`src/core/iwc_pkg.sv`:
```
// shared constants and carrier types for the serial bus wait and event controller
package iwc_pkg;
	localparam int ADDR_W = 5;
	localparam logic [4:0] OFS_CTRL = 5'h00;
	localparam logic [4:0] OFS_STAT = 5'h04;
	localparam logic [4:0] OFS_SHIFT = 5'h08;
	localparam logic [4:0] OFS_OWN = 5'h0C;
	localparam int CTL_STOP_REQ = 0;
	localparam int CTL_START_REQ = 1;
	localparam int CTL_AUTO_ACK = 2;
	localparam int CTL_WAIT_SEL = 3;
	localparam int CTL_STOP_IRQ = 4;
	localparam int CTL_WAIT_REL = 5;
	localparam int CTL_EXIT_COMM = 6;
	localparam logic [5:0] SYNC_RST = 6'h3F;
	localparam logic [1:0] RESP_OKAY = 2'h0;
	localparam logic [1:0] RESP_SLVERR = 2'h2;
	localparam int CLK_NS = 50;
	localparam int SCL_HALF_NS = 5000;
	localparam int SCL_HALF_CYC = SCL_HALF_NS / CLK_NS;

	typedef struct packed {
		logic awvalid;
		logic [ADDR_W-1:0] awaddr;
		logic wvalid;
		logic [31:0] wdata;
		logic [3:0] wstrb;
		logic bready;
		logic arvalid;
		logic [ADDR_W-1:0] araddr;
		logic rready;
	} iwc_axi_req_type;

	typedef struct packed {
		logic awready;
		logic wready;
		logic bvalid;
		logic [1:0] bresp;
		logic arready;
		logic rvalid;
		logic [31:0] rdata;
		logic [1:0] rresp;
	} iwc_axi_rsp_type;

	typedef enum logic [1:0] {
		PH_IDLE = 2'h0,
		PH_ADDR = 2'h1,
		PH_DATA = 2'h3
	} iwc_phase_type;

	typedef enum logic [2:0] {
		OP_NONE = 3'h0,
		OP_ST_REL = 3'h1,
		OP_ST_RISE = 3'h3,
		OP_ST_HIGH = 3'h2,
		OP_ST_LOW = 3'h6,
		OP_SP_LOW = 3'h7,
		OP_SP_REL = 3'h5,
		OP_SP_HIGH = 3'h4
	} iwc_op_type;
endpackage : iwc_pkg

```
`src/core/iwc_ctrl.sv`:
```
// serial bus event interrupt, wait timing, address match and arbitration controller
//
// Implementation choices: the register offsets and the AXI4-Lite interface to the registers.
`timescale 1ns/1ps
module iwc_ctrl #(
	parameter int HALF_CYC = iwc_pkg::SCL_HALF_CYC
) (
	input wire logic ref_clk_i,
	input wire logic rst_b_i,
	input wire iwc_pkg::iwc_axi_req_type axi_req_i,
	output iwc_pkg::iwc_axi_rsp_type axi_rsp_o,
	input wire logic serial_clock_line_i,
	output logic serial_clock_line_o,
	output logic serial_clock_line_oe_o,
	input wire logic serial_data_line_i,
	output logic serial_data_line_o,
	output logic serial_data_line_oe_o,
	output logic bus_event_irq_o
);
	localparam int DW = $clog2(HALF_CYC + 1);

	typedef struct packed {
		logic awv;
		logic [iwc_pkg::ADDR_W-1:0] aw;
		logic wv;
		logic [7:0] wd;
		logic ws;
		logic bv;
		logic [1:0] bresp;
		logic rv;
		logic [8:0] rd;
		logic [1:0] rresp;
		logic ack_en;
		logic wts;
		logic spie;
		logic [7:0] own;
		logic [7:0] shift;
		logic [7:0] txc;
		logic smp;
		logic spd;
		logic std;
		logic ackd;
		logic trc;
		logic coi;
		logic exc;
		logic ald;
		logic msts;
		logic txerr;
		iwc_pkg::iwc_phase_type phase;
		logic [3:0] cnt;
		logic armed;
		logic waiting;
		logic slv;
		logic ext;
		logic rsl;
		logic rsnm;
		logic arbp;
		logic ackq;
		iwc_pkg::iwc_op_type op;
		logic mscl;
		logic msda;
		logic [DW-1:0] div;
		logic irq;
	} iwc_state_type;

	iwc_state_type st_q;
	iwc_state_type st_d;

	logic scl_s, sda_s, fall, rise, start_ev, stop_ev;
	logic wr, wr_ctl, wr_shift, wr_own, trg_st, trg_sp, trg_rel, trg_exit;
	logic tick, part, tx_on, ack_on, fl, arb_ev, ext_now, match_now;
	logic [7:0] nb;

	iwc_line_sync u_sync (
		.ref_clk_i(ref_clk_i),
		.rst_b_i(rst_b_i),
		.scl_i(serial_clock_line_i),
		.sda_i(serial_data_line_i),
		.scl_o(scl_s),
		.sda_o(sda_s),
		.fall_o(fall),
		.rise_o(rise),
		.start_o(start_ev),
		.stop_o(stop_ev)
	);

	assign wr = st_q.awv & st_q.wv & ~st_q.bv;
	assign wr_ctl = wr & st_q.ws & st_q.aw == iwc_pkg::OFS_CTRL;
	assign wr_shift = wr & st_q.ws & st_q.aw == iwc_pkg::OFS_SHIFT;
	assign wr_own = wr & st_q.ws & st_q.aw == iwc_pkg::OFS_OWN;
	assign trg_st = wr_ctl & st_q.wd[iwc_pkg::CTL_START_REQ];
	assign trg_sp = wr_ctl & st_q.wd[iwc_pkg::CTL_STOP_REQ];
	assign trg_rel = wr_ctl & st_q.wd[iwc_pkg::CTL_WAIT_REL];
	assign trg_exit = wr_ctl & st_q.wd[iwc_pkg::CTL_EXIT_COMM];
	assign tick = st_q.div == '0;
	assign part = st_q.msts | st_q.slv | st_q.ext;
	assign tx_on = (st_q.phase == iwc_pkg::PH_ADDR & st_q.msts) | (st_q.phase == iwc_pkg::PH_DATA & st_q.trc & part);
	assign ack_on = st_q.phase == iwc_pkg::PH_ADDR ? st_q.ackq : (~st_q.trc & part & st_q.ack_en);
	// the start condition's own falling edge is not counted
	assign fl = fall & st_q.armed & st_q.phase != iwc_pkg::PH_IDLE;
	assign arb_ev = rise & st_q.msts & tx_on & st_q.cnt < 4'd8 & st_q.shift[7] & ~sda_s;
	// byte as it stands once the current bit is shifted in
	assign nb = {st_q.shift[6:0], st_q.smp};
	assign ext_now = nb[7:4] == 4'h0 | nb[7:4] == 4'hF;
	assign match_now = nb[7:1] == st_q.own[7:1];

	always_comb begin
		st_d = st_q;
		st_d.irq = 1'b0;
		st_d.div = tick ? DW'(HALF_CYC - 1) : st_q.div - 1'b1;
		// register bus: address and data accepted in either order
		if (axi_req_i.awvalid & ~st_q.awv) begin
			st_d.awv = 1'b1;
			st_d.aw = axi_req_i.awaddr;
		end
		if (axi_req_i.wvalid & ~st_q.wv) begin
			st_d.wv = 1'b1;
			st_d.wd = axi_req_i.wdata[7:0];
			st_d.ws = axi_req_i.wstrb[0];
		end
		if (st_q.bv & axi_req_i.bready) begin
			st_d.bv = 1'b0;
		end
		if (wr) begin
			st_d.awv = 1'b0;
			st_d.wv = 1'b0;
			st_d.bv = 1'b1;
			st_d.bresp = st_q.aw[1:0] == 2'h0 & st_q.aw <= iwc_pkg::OFS_OWN ? iwc_pkg::RESP_OKAY : iwc_pkg::RESP_SLVERR;
		end
		if (wr_ctl) begin
			st_d.ack_en = st_q.wd[iwc_pkg::CTL_AUTO_ACK];
			st_d.wts = st_q.wd[iwc_pkg::CTL_WAIT_SEL];
			st_d.spie = st_q.wd[iwc_pkg::CTL_STOP_IRQ];
		end
		if (wr_own) begin
			st_d.own = st_q.wd;
		end
		if (wr_shift) begin
			st_d.shift = st_q.wd;
			st_d.txc = st_q.wd;
			st_d.txerr = 1'b0;
		end
		if (st_q.rv & axi_req_i.rready) begin
			st_d.rv = 1'b0;
		end
		if (axi_req_i.arvalid & ~st_q.rv) begin
			st_d.rv = 1'b1;
			st_d.rresp = iwc_pkg::RESP_OKAY;
			case (axi_req_i.araddr)
				iwc_pkg::OFS_CTRL: st_d.rd = {4'h0, st_q.spie, st_q.wts, st_q.ack_en, 2'h0};
				iwc_pkg::OFS_STAT: begin
					st_d.rd = {st_q.txerr, st_q.msts, st_q.ald, st_q.exc, st_q.coi, st_q.trc, st_q.ackd, st_q.std, st_q.spd};
					st_d.ald = 1'b0;
				end
				iwc_pkg::OFS_SHIFT: st_d.rd = {1'b0, st_q.shift};
				iwc_pkg::OFS_OWN: st_d.rd = {1'b0, st_q.own};
				default: begin
					st_d.rd = '0;
					st_d.rresp = iwc_pkg::RESP_SLVERR;
				end
			endcase
		end
		if (wr_shift | trg_rel | (st_q.msts & (trg_st | trg_sp))) begin
			st_d.waiting = 1'b0;
			// start pull-down must not linger into the address bits
			if (st_q.op == iwc_pkg::OP_NONE) begin
				st_d.msda = 1'b0;
			end
		end
		// a request is ignored while another master sequence runs
		if (trg_st & st_q.op == iwc_pkg::OP_NONE & (st_q.msts | st_q.phase == iwc_pkg::PH_IDLE)) begin
			st_d.op = iwc_pkg::OP_ST_REL;
			st_d.msts = 1'b1;
		end else if (trg_sp & st_q.msts & st_q.op == iwc_pkg::OP_NONE) begin
			st_d.op = iwc_pkg::OP_SP_LOW;
		end
		if (trg_exit) begin
			st_d.slv = 1'b0;
			st_d.ext = 1'b0;
			st_d.coi = 1'b0;
			st_d.exc = 1'b0;
			st_d.waiting = 1'b0;
			st_d.phase = iwc_pkg::PH_IDLE;
		end
		if (tick) begin
			case (st_q.op)
				iwc_pkg::OP_NONE: begin
					if (st_q.msts & ~st_q.waiting & st_q.phase != iwc_pkg::PH_IDLE) begin
						// high phase waits for the line to be seen high: clock synchronisation
						if (st_q.mscl) begin
							st_d.mscl = 1'b0;
						end else if (scl_s) begin
							st_d.mscl = 1'b1;
						end
					end
				end
				iwc_pkg::OP_ST_REL: begin
					st_d.msda = 1'b0;
					st_d.op = iwc_pkg::OP_ST_RISE;
				end
				iwc_pkg::OP_ST_RISE: begin
					st_d.mscl = 1'b0;
					st_d.op = iwc_pkg::OP_ST_HIGH;
				end
				iwc_pkg::OP_ST_HIGH: begin
					if (scl_s) begin
						st_d.msda = sda_s;
						st_d.op = iwc_pkg::OP_ST_LOW;
					end
				end
				iwc_pkg::OP_ST_LOW: begin
					st_d.mscl = 1'b1;
					st_d.waiting = 1'b1;
					st_d.op = iwc_pkg::OP_NONE;
				end
				iwc_pkg::OP_SP_LOW: begin
					st_d.msda = 1'b1;
					st_d.op = iwc_pkg::OP_SP_REL;
				end
				iwc_pkg::OP_SP_REL: begin
					st_d.mscl = 1'b0;
					st_d.op = iwc_pkg::OP_SP_HIGH;
				end
				iwc_pkg::OP_SP_HIGH: begin
					if (scl_s) begin
						st_d.msda = 1'b0;
						st_d.op = iwc_pkg::OP_NONE;
					end
				end
				default: st_d.op = iwc_pkg::OP_NONE;
			endcase
		end
		if (rise & st_q.phase != iwc_pkg::PH_IDLE) begin
			st_d.armed = 1'b1;
			st_d.smp = sda_s;
			if (st_q.cnt == 4'd8) begin
				st_d.ackd = ~sda_s;
			end
		end
		if (arb_ev) begin
			st_d.ald = 1'b1;
			st_d.msts = 1'b0;
			st_d.mscl = 1'b0;
			st_d.msda = 1'b0;
			st_d.waiting = 1'b0;
			st_d.arbp = 1'b1;
		end
		if (fl) begin
			st_d.cnt = st_q.cnt == 4'd8 ? 4'd0 : st_q.cnt + 4'd1;
			if (st_q.cnt < 4'd8) begin
				st_d.shift = nb;
			end
			if (st_q.cnt == 4'd7) begin
				if (tx_on & nb != st_q.txc) begin
					st_d.txerr = 1'b1;
				end
				if (st_q.phase == iwc_pkg::PH_ADDR) begin
					if (st_q.msts) begin
						st_d.trc = ~nb[0];
					end else if (ext_now) begin
						st_d.exc = 1'b1;
						st_d.coi = match_now;
						st_d.ext = 1'b1;
						st_d.slv = match_now;
						st_d.trc = nb[0];
						st_d.ackq = st_q.ack_en | match_now;
						st_d.irq = 1'b1;
						st_d.waiting = 1'b1;
						st_d.arbp = 1'b0;
					end else if (match_now) begin
						st_d.coi = 1'b1;
						st_d.slv = 1'b1;
						st_d.trc = nb[0];
						st_d.ackq = 1'b1;
					end else if (st_q.rsl) begin
						st_d.rsnm = 1'b1;
					end else if (~st_q.arbp) begin
						st_d.phase = iwc_pkg::PH_IDLE;
					end
				end else if (~st_q.wts & (part | st_q.arbp)) begin
					st_d.irq = 1'b1;
					st_d.waiting = part;
					st_d.arbp = 1'b0;
					if (~part) begin
						st_d.phase = iwc_pkg::PH_IDLE;
					end
				end
			end
			if (st_q.cnt == 4'd8) begin
				if (st_q.phase == iwc_pkg::PH_ADDR) begin
					st_d.phase = iwc_pkg::PH_DATA;
					if (st_q.msts | (st_q.slv & ~st_q.ext)) begin
						st_d.irq = 1'b1;
						st_d.waiting = 1'b1;
					end else if (st_q.rsnm | st_q.arbp) begin
						st_d.irq = 1'b1;
						st_d.phase = iwc_pkg::PH_IDLE;
					end else if (~st_q.ext) begin
						st_d.phase = iwc_pkg::PH_IDLE;
					end
					st_d.rsnm = 1'b0;
					st_d.arbp = 1'b0;
					st_d.ackq = 1'b0;
				end else if (st_q.wts & (part | st_q.arbp)) begin
					st_d.irq = 1'b1;
					st_d.waiting = part;
					st_d.arbp = 1'b0;
					if (~part) begin
						st_d.phase = iwc_pkg::PH_IDLE;
					end
				end
			end
		end
		if (start_ev) begin
			st_d.std = 1'b1;
			st_d.spd = 1'b0;
			st_d.cnt = 4'd0;
			st_d.armed = 1'b0;
			st_d.phase = iwc_pkg::PH_ADDR;
			st_d.rsl = st_q.slv | st_q.ext;
			st_d.slv = 1'b0;
			st_d.ext = 1'b0;
			st_d.coi = 1'b0;
			st_d.exc = 1'b0;
			st_d.ackq = 1'b0;
			st_d.trc = 1'b0;
		end
		if (stop_ev) begin
			st_d.spd = 1'b1;
			st_d.std = 1'b0;
			st_d.phase = iwc_pkg::PH_IDLE;
			st_d.msts = 1'b0;
			st_d.slv = 1'b0;
			st_d.ext = 1'b0;
			st_d.waiting = 1'b0;
			st_d.arbp = 1'b0;
			st_d.irq = st_q.spie;
		end
	end

	always_ff @(posedge ref_clk_i or negedge rst_b_i) begin
		if (!rst_b_i) begin
			st_q <= '0;
		end else begin
			st_q <= st_d;
		end
	end

	assign serial_clock_line_o = 1'b0;
	assign serial_clock_line_oe_o = st_q.mscl | st_q.waiting;
	assign serial_data_line_o = 1'b0;
	assign serial_data_line_oe_o = (tx_on & st_q.cnt < 4'd8 & ~st_q.shift[7]) | (st_q.cnt == 4'd8 & ack_on) | st_q.msda;
	assign bus_event_irq_o = st_q.irq;
	assign axi_rsp_o = '{awready: ~st_q.awv, wready: ~st_q.wv, bvalid: st_q.bv, bresp: st_q.bresp,
		arready: ~st_q.rv, rvalid: st_q.rv, rdata: {23'h0, st_q.rd}, rresp: st_q.rresp};
endmodule : iwc_ctrl

```
`src/core/iwc_line_sync.sv`:
```
// line synchronisers with clock edge, start and stop detection
`timescale 1ns/1ps
module iwc_line_sync (
	input wire logic ref_clk_i,
	input wire logic rst_b_i,
	input wire logic scl_i,
	input wire logic sda_i,
	output logic scl_o,
	output logic sda_o,
	output logic fall_o,
	output logic rise_o,
	output logic start_o,
	output logic stop_o
);
	typedef struct packed {
		logic [1:0] meta;
		logic [1:0] sync;
		logic [1:0] last;
	} iwc_sync_type;

	iwc_sync_type st_q;
	iwc_sync_type st_d;

	// bit 1 is the clock line, bit 0 the data line
	always_comb begin
		st_d.meta = {scl_i, sda_i};
		st_d.sync = st_q.meta;
		st_d.last = st_q.sync;
	end

	always_ff @(posedge ref_clk_i or negedge rst_b_i) begin
		if (!rst_b_i) begin
			st_q <= iwc_pkg::SYNC_RST;
		end else begin
			st_q <= st_d;
		end
	end

	// detection only looks at the second and third stages
	assign scl_o = st_q.sync[1];
	assign sda_o = st_q.sync[0];
	assign fall_o = st_q.last[1] & ~st_q.sync[1];
	assign rise_o = ~st_q.last[1] & st_q.sync[1];
	assign start_o = st_q.last[1] & st_q.sync[1] & st_q.last[0] & ~st_q.sync[0];
	assign stop_o = st_q.last[1] & st_q.sync[1] & ~st_q.last[0] & st_q.sync[0];
endmodule : iwc_line_sync

```
`config.mk`:
```
export PLATFORM = sky130hd
export DESIGN_NAME = iwc_ctrl
export DESIGN_NICKNAME = d
export VERILOG_FILES = /design/src/core/iwc_pkg.sv /design/src/core/iwc_ctrl.sv /design/src/core/iwc_line_sync.sv
export SDC_FILE = /design/constraint.sdc
export NUM_CORES = 1
export LEC_CHECK = 0
export BUFFER_PORTS_ARGS = -buffer_cell sky130_fd_sc_hd__buf_2
export CAP_MARGIN = 20
export CORE_MARGIN = 2
export CORE_UTILIZATION = 50
export CTS_CLUSTER_DIAMETER = 30
export DETAILED_ROUTE_END_ITERATION = 8
export GPL_ROUTABILITY_DRIVEN = 0
export PLACE_DENSITY = 0.75
export REMOVE_ABC_BUFFERS = 1
export SYNTH_ARGS = -nofsm -noshare
export SYNTH_HDL_FRONTEND = slang
export SYNTH_SLANG_ARGS = --single-unit
```
`constraint.sdc`:
```
create_clock -name ref_clk_i -period 5.85 [get_ports ref_clk_i]
set_input_delay 1.17 -clock ref_clk_i [delete_from_list [all_inputs] [get_ports ref_clk_i]]
set_output_delay 1.17 -clock ref_clk_i [all_outputs]
set_load 0.02 [all_outputs]
```
==> impl_metrics.json <==
{
  "syn_area_per_cell_sq_um": 10.7,
  "hold_class": "flip-flop to flip-flop",
  "path_class": "flip-flop to output port",
  "antenna_cells": 0,
  "r2r_end": "st_q[27]",
  "viasPerCell": 5.72,
  "maxSlewHeadroom_pct": 23.4,
  "yosysWarnings": 0,
  "cap_violations": 0,
  "synth-seq-area-share_pct": 47.3,
  "grt_pass1_vias": 3535,
  "ctsRootBufferMaster": "clkbuf_8",
  "min_period_ns": 3.35,
  "area_growth_syn_to_layout_pct": 5.53,
  "cts_max_level": 3,
  "drc": 0,
  "fin_crit_sh_pct": 57.2,
  "synth_fa_ha_area_share_pct": 0.715,
  "fin_skew_ns": 0.00911,
  "dp_hpwl_microns": 7570,
  "synthesis.instances": 489,
  "wire_per_inst_microns": 16.3,
  "critPathCaptureType": "output port",
  "drtIter0Drc": 219,
  "final_common_cell": "dfrtp_1",
  "grt_max_degree": 56,
  "cts_buffers": 9,
  "status": "complete, no violations",
  "max_slew.worst_pin.slew_ns": 1.14,
  "fmax_mhz": 299,
  "cp_max_fo": 17,
  "cts_sinks": 99,
  "hold_viol_final": 0,
  "synth-xor-area-share_pct": 3.50,
  "cp-start-kind": "flip-flop",
  "finalPower_uw": 2050,
  "firstDrtPassIters": 6,
  "clk_latency_ns": 0.37,
  "synth_top_area_share_pct": 44.3,
  "reg2reg_setup_slack_ns": 3.25,
  "clk_path_buf_depth": 2,
  "yosys-mux-area-fraction_pct": 11.8,
  "ys.flop_type": "dfrtp_1",
  "grtUsageTotal_pct": 19.6,
  "holdPathStages": 0,
  "synth_compound_area_share_pct": 12.7,
  "grt_pass1_wl_microns": 17500,
  "regToRegStartpoint": "u_sync.st_q[1]",
  "drive_gt1_share_pct": 25.0,
  "synth_edf_count": 0,
  "post_cts_buffers": 0,
  "via_count": 3722,
  "grt-ovfl-total": 0,
  "min_to": "u_sync.scl_o",
  "dieHeight_microns": 106,
  "holdWs_ns": 0.360,
  "die-area_sq_um": 11300,
  "core_area_sq_um": 10300,
  "synthArstFlopShare_pct": 100,
  "io_pins": 101,
  "ir_worst_vdd_mv": 0.286,
  "postCtsHoldBufs": 0,
  "power.density_nw_per_um2": 370,
  "reg2regPathDepth": 5,
  "start_util_pct": 51.1,
  "syn_area_sq_um": 5250,
  "critPathArrivalTime_ns": 2.18,
  "ys_ff_latch": 99,
  "antenna_found_initial": 0,
  "rows": 37,
  "drv_slew": 0,
  "drt-total-wl_microns": 10600,
  "ys_types": 71,
  "clk_pin_slew_ns": 0.09,
  "final_cell_mix": "dfrtp_1, buf_2, nand2_1",
  "port_buffers": 46,
  "final-setup-viol-count": 0,
  "chipWidth_microns": 106,
  "worstHoldStart": "u_sync.st_d[3]",
  "cts_resized": 0,
  "nNetsFinal": 568,
  "synth_top_cell_by_area": "dfrtp_1",
  "tns_ns": 0,
  "cts_tree": "built",
  "rsz0062_at_grt": "false",
  "drtAntennaViolNets": 0,
  "synth_area_leaders": "dfrtp_1, mux2_2, buf_4, dfstp_2, nand2_1",
  "required_ns": 4.68,
  "leakage_uw": 0.00255,
  "synth_top_family_by_area": "simple AND/OR/NAND/NOR gates",
  "synth_simple_gate_area_share_pct": 14.7
}
==> sequential cells by signal (all words and copies together), names as in the netlist <==
name and count:
bus_event_irq_o 1, nb 8, axi_rsp_o 13, u_sync.sda_o 1, u_sync.scl_o 1, u_sync.st_d 2, u_sync.st_q 2, st_q 71
==> cells in the mapped netlist, types with 2 or more instances <==
| cell type | number |
|---|---|
| dfrtp_1 | 93 |
| buf_4 | 41 |
| nand2_1 | 41 |
| mux2_2 | 40 |
| o21ai_0 | 29 |
| nor2_1 | 21 |
| a21oi_1 | 20 |
| clkbuf_1 | 14 |
| inv_1 | 14 |
| nand3_1 | 12 |
| nor3_1 | 12 |
| xnor2_1 | 12 |
| mux2i_1 | 10 |
| xor2_1 | 9 |
| nor2b_1 | 7 |
| a22oi_1 | 6 |
| dfstp_2 | 6 |
| nand4_1 | 6 |
| o21a_1 | 6 |
| buf_2 | 5 |
| nand3b_1 | 5 |
| nor4_1 | 5 |
| nand2b_1 | 4 |
| a22o_1 | 3 |
| ha_1 | 3 |
| mux4_2 | 3 |
| nand4b_1 | 3 |
| nor3b_1 | 3 |
| o211ai_1 | 3 |
| o31ai_1 | 3 |
| a21o_1 | 2 |
| a32o_1 | 2 |
| buf_6 | 2 |
| nor3_2 | 2 |
| nor4_4 | 2 |
| o41ai_1 | 2 |
| or2_2 | 2 |
| or4_1 | 2 |
| or4b_2 | 2 |
==> report_power, final <==
group | internal (uW) | switching, uW | total (uW) | leakage, uW
registers | 839 | 211 | 1050 | 0.00127
clock network | 241 | 226 | 467 | 0.000108
logic | 259 | 275 | 533 | 0.00118
==> through the flow <==
step | instances | setup WS, ns | area [sq um] | utilization (%)
4_1_cts | 651 | 2.47 | 5540 | 53.9
2_1_floorplan | 452 | 3.14 | 4920 | -
5_1_grt | 651 | 2.30 | 5540 | 53.9
3_3_place_gp | 635 | 2.94 | 5330 | 51.9
6_report | 651 | 2.50 | 5540 | 53.9
3_5_place_dp | 635 | 2.89 | 5330 | 51.9
==> metal layers <==
layer / vias up / part of all wire, % / global-route usage [%]
met2: 149 / 48 / 31.9
met4: 0 / 1.8 / 5.57
met3: 21 / 6.8 / 4.90
met5: - / 0 / 0
li1: 1723 / - / -
met1: 1829 / 44 / 26.2
==> worst max-delay path, cell delays in order, from the launching register on <==
cell     delay, ns
dfrtp_1       0.78
nor3_1        0.23
nor4b_1       0.33
a21oi_1       0.07
o21ai_0       0.19
buf_2         0.20
==> how the worst max path moves through the flow <==
| stage | endpoint | start | cells after the start | slack [ns] |
|---|---|---|---|---|
| after floorplan | serial_data_line_oe_o | st_q[28] | 4 | 3.14 |
| after global placement | serial_data_line_oe_o | st_q[28] | 5 | 2.94 |
| after detailed placement | serial_data_line_oe_o | st_q[28] | 5 | 2.89 |
| after CTS | serial_data_line_oe_o | st_q[28] | 5 | 2.47 |
| after global routing | serial_data_line_oe_o | st_q[28] | 5 | 2.30 |
| final | serial_data_line_oe_o | st_q[28] | 5 | 2.50 |
==> layout make-up <==
type,count,area (sq um)
fillers,897,4740
well taps,136,170
multi-input cells,339,2380
clock inverters,5,78.8
inverters,14,52.6
clock buffers,11,131
repair buffers,47,240
flip-flops and latches,99,2480
==> logic make-up (layout without fill, tap and decap cells) <==
kind of cell	Yosys count	after routing
xor gates and xnor gates	21	21
adders and majority gates	3	3
other	1	27
and+or+nand+nor	139	139
buffers and inverters	77	77
muxes	53	53
AOI/OAI and AO/OA	96	96
DFF	99	99
(Power assumes the default switching activity.)
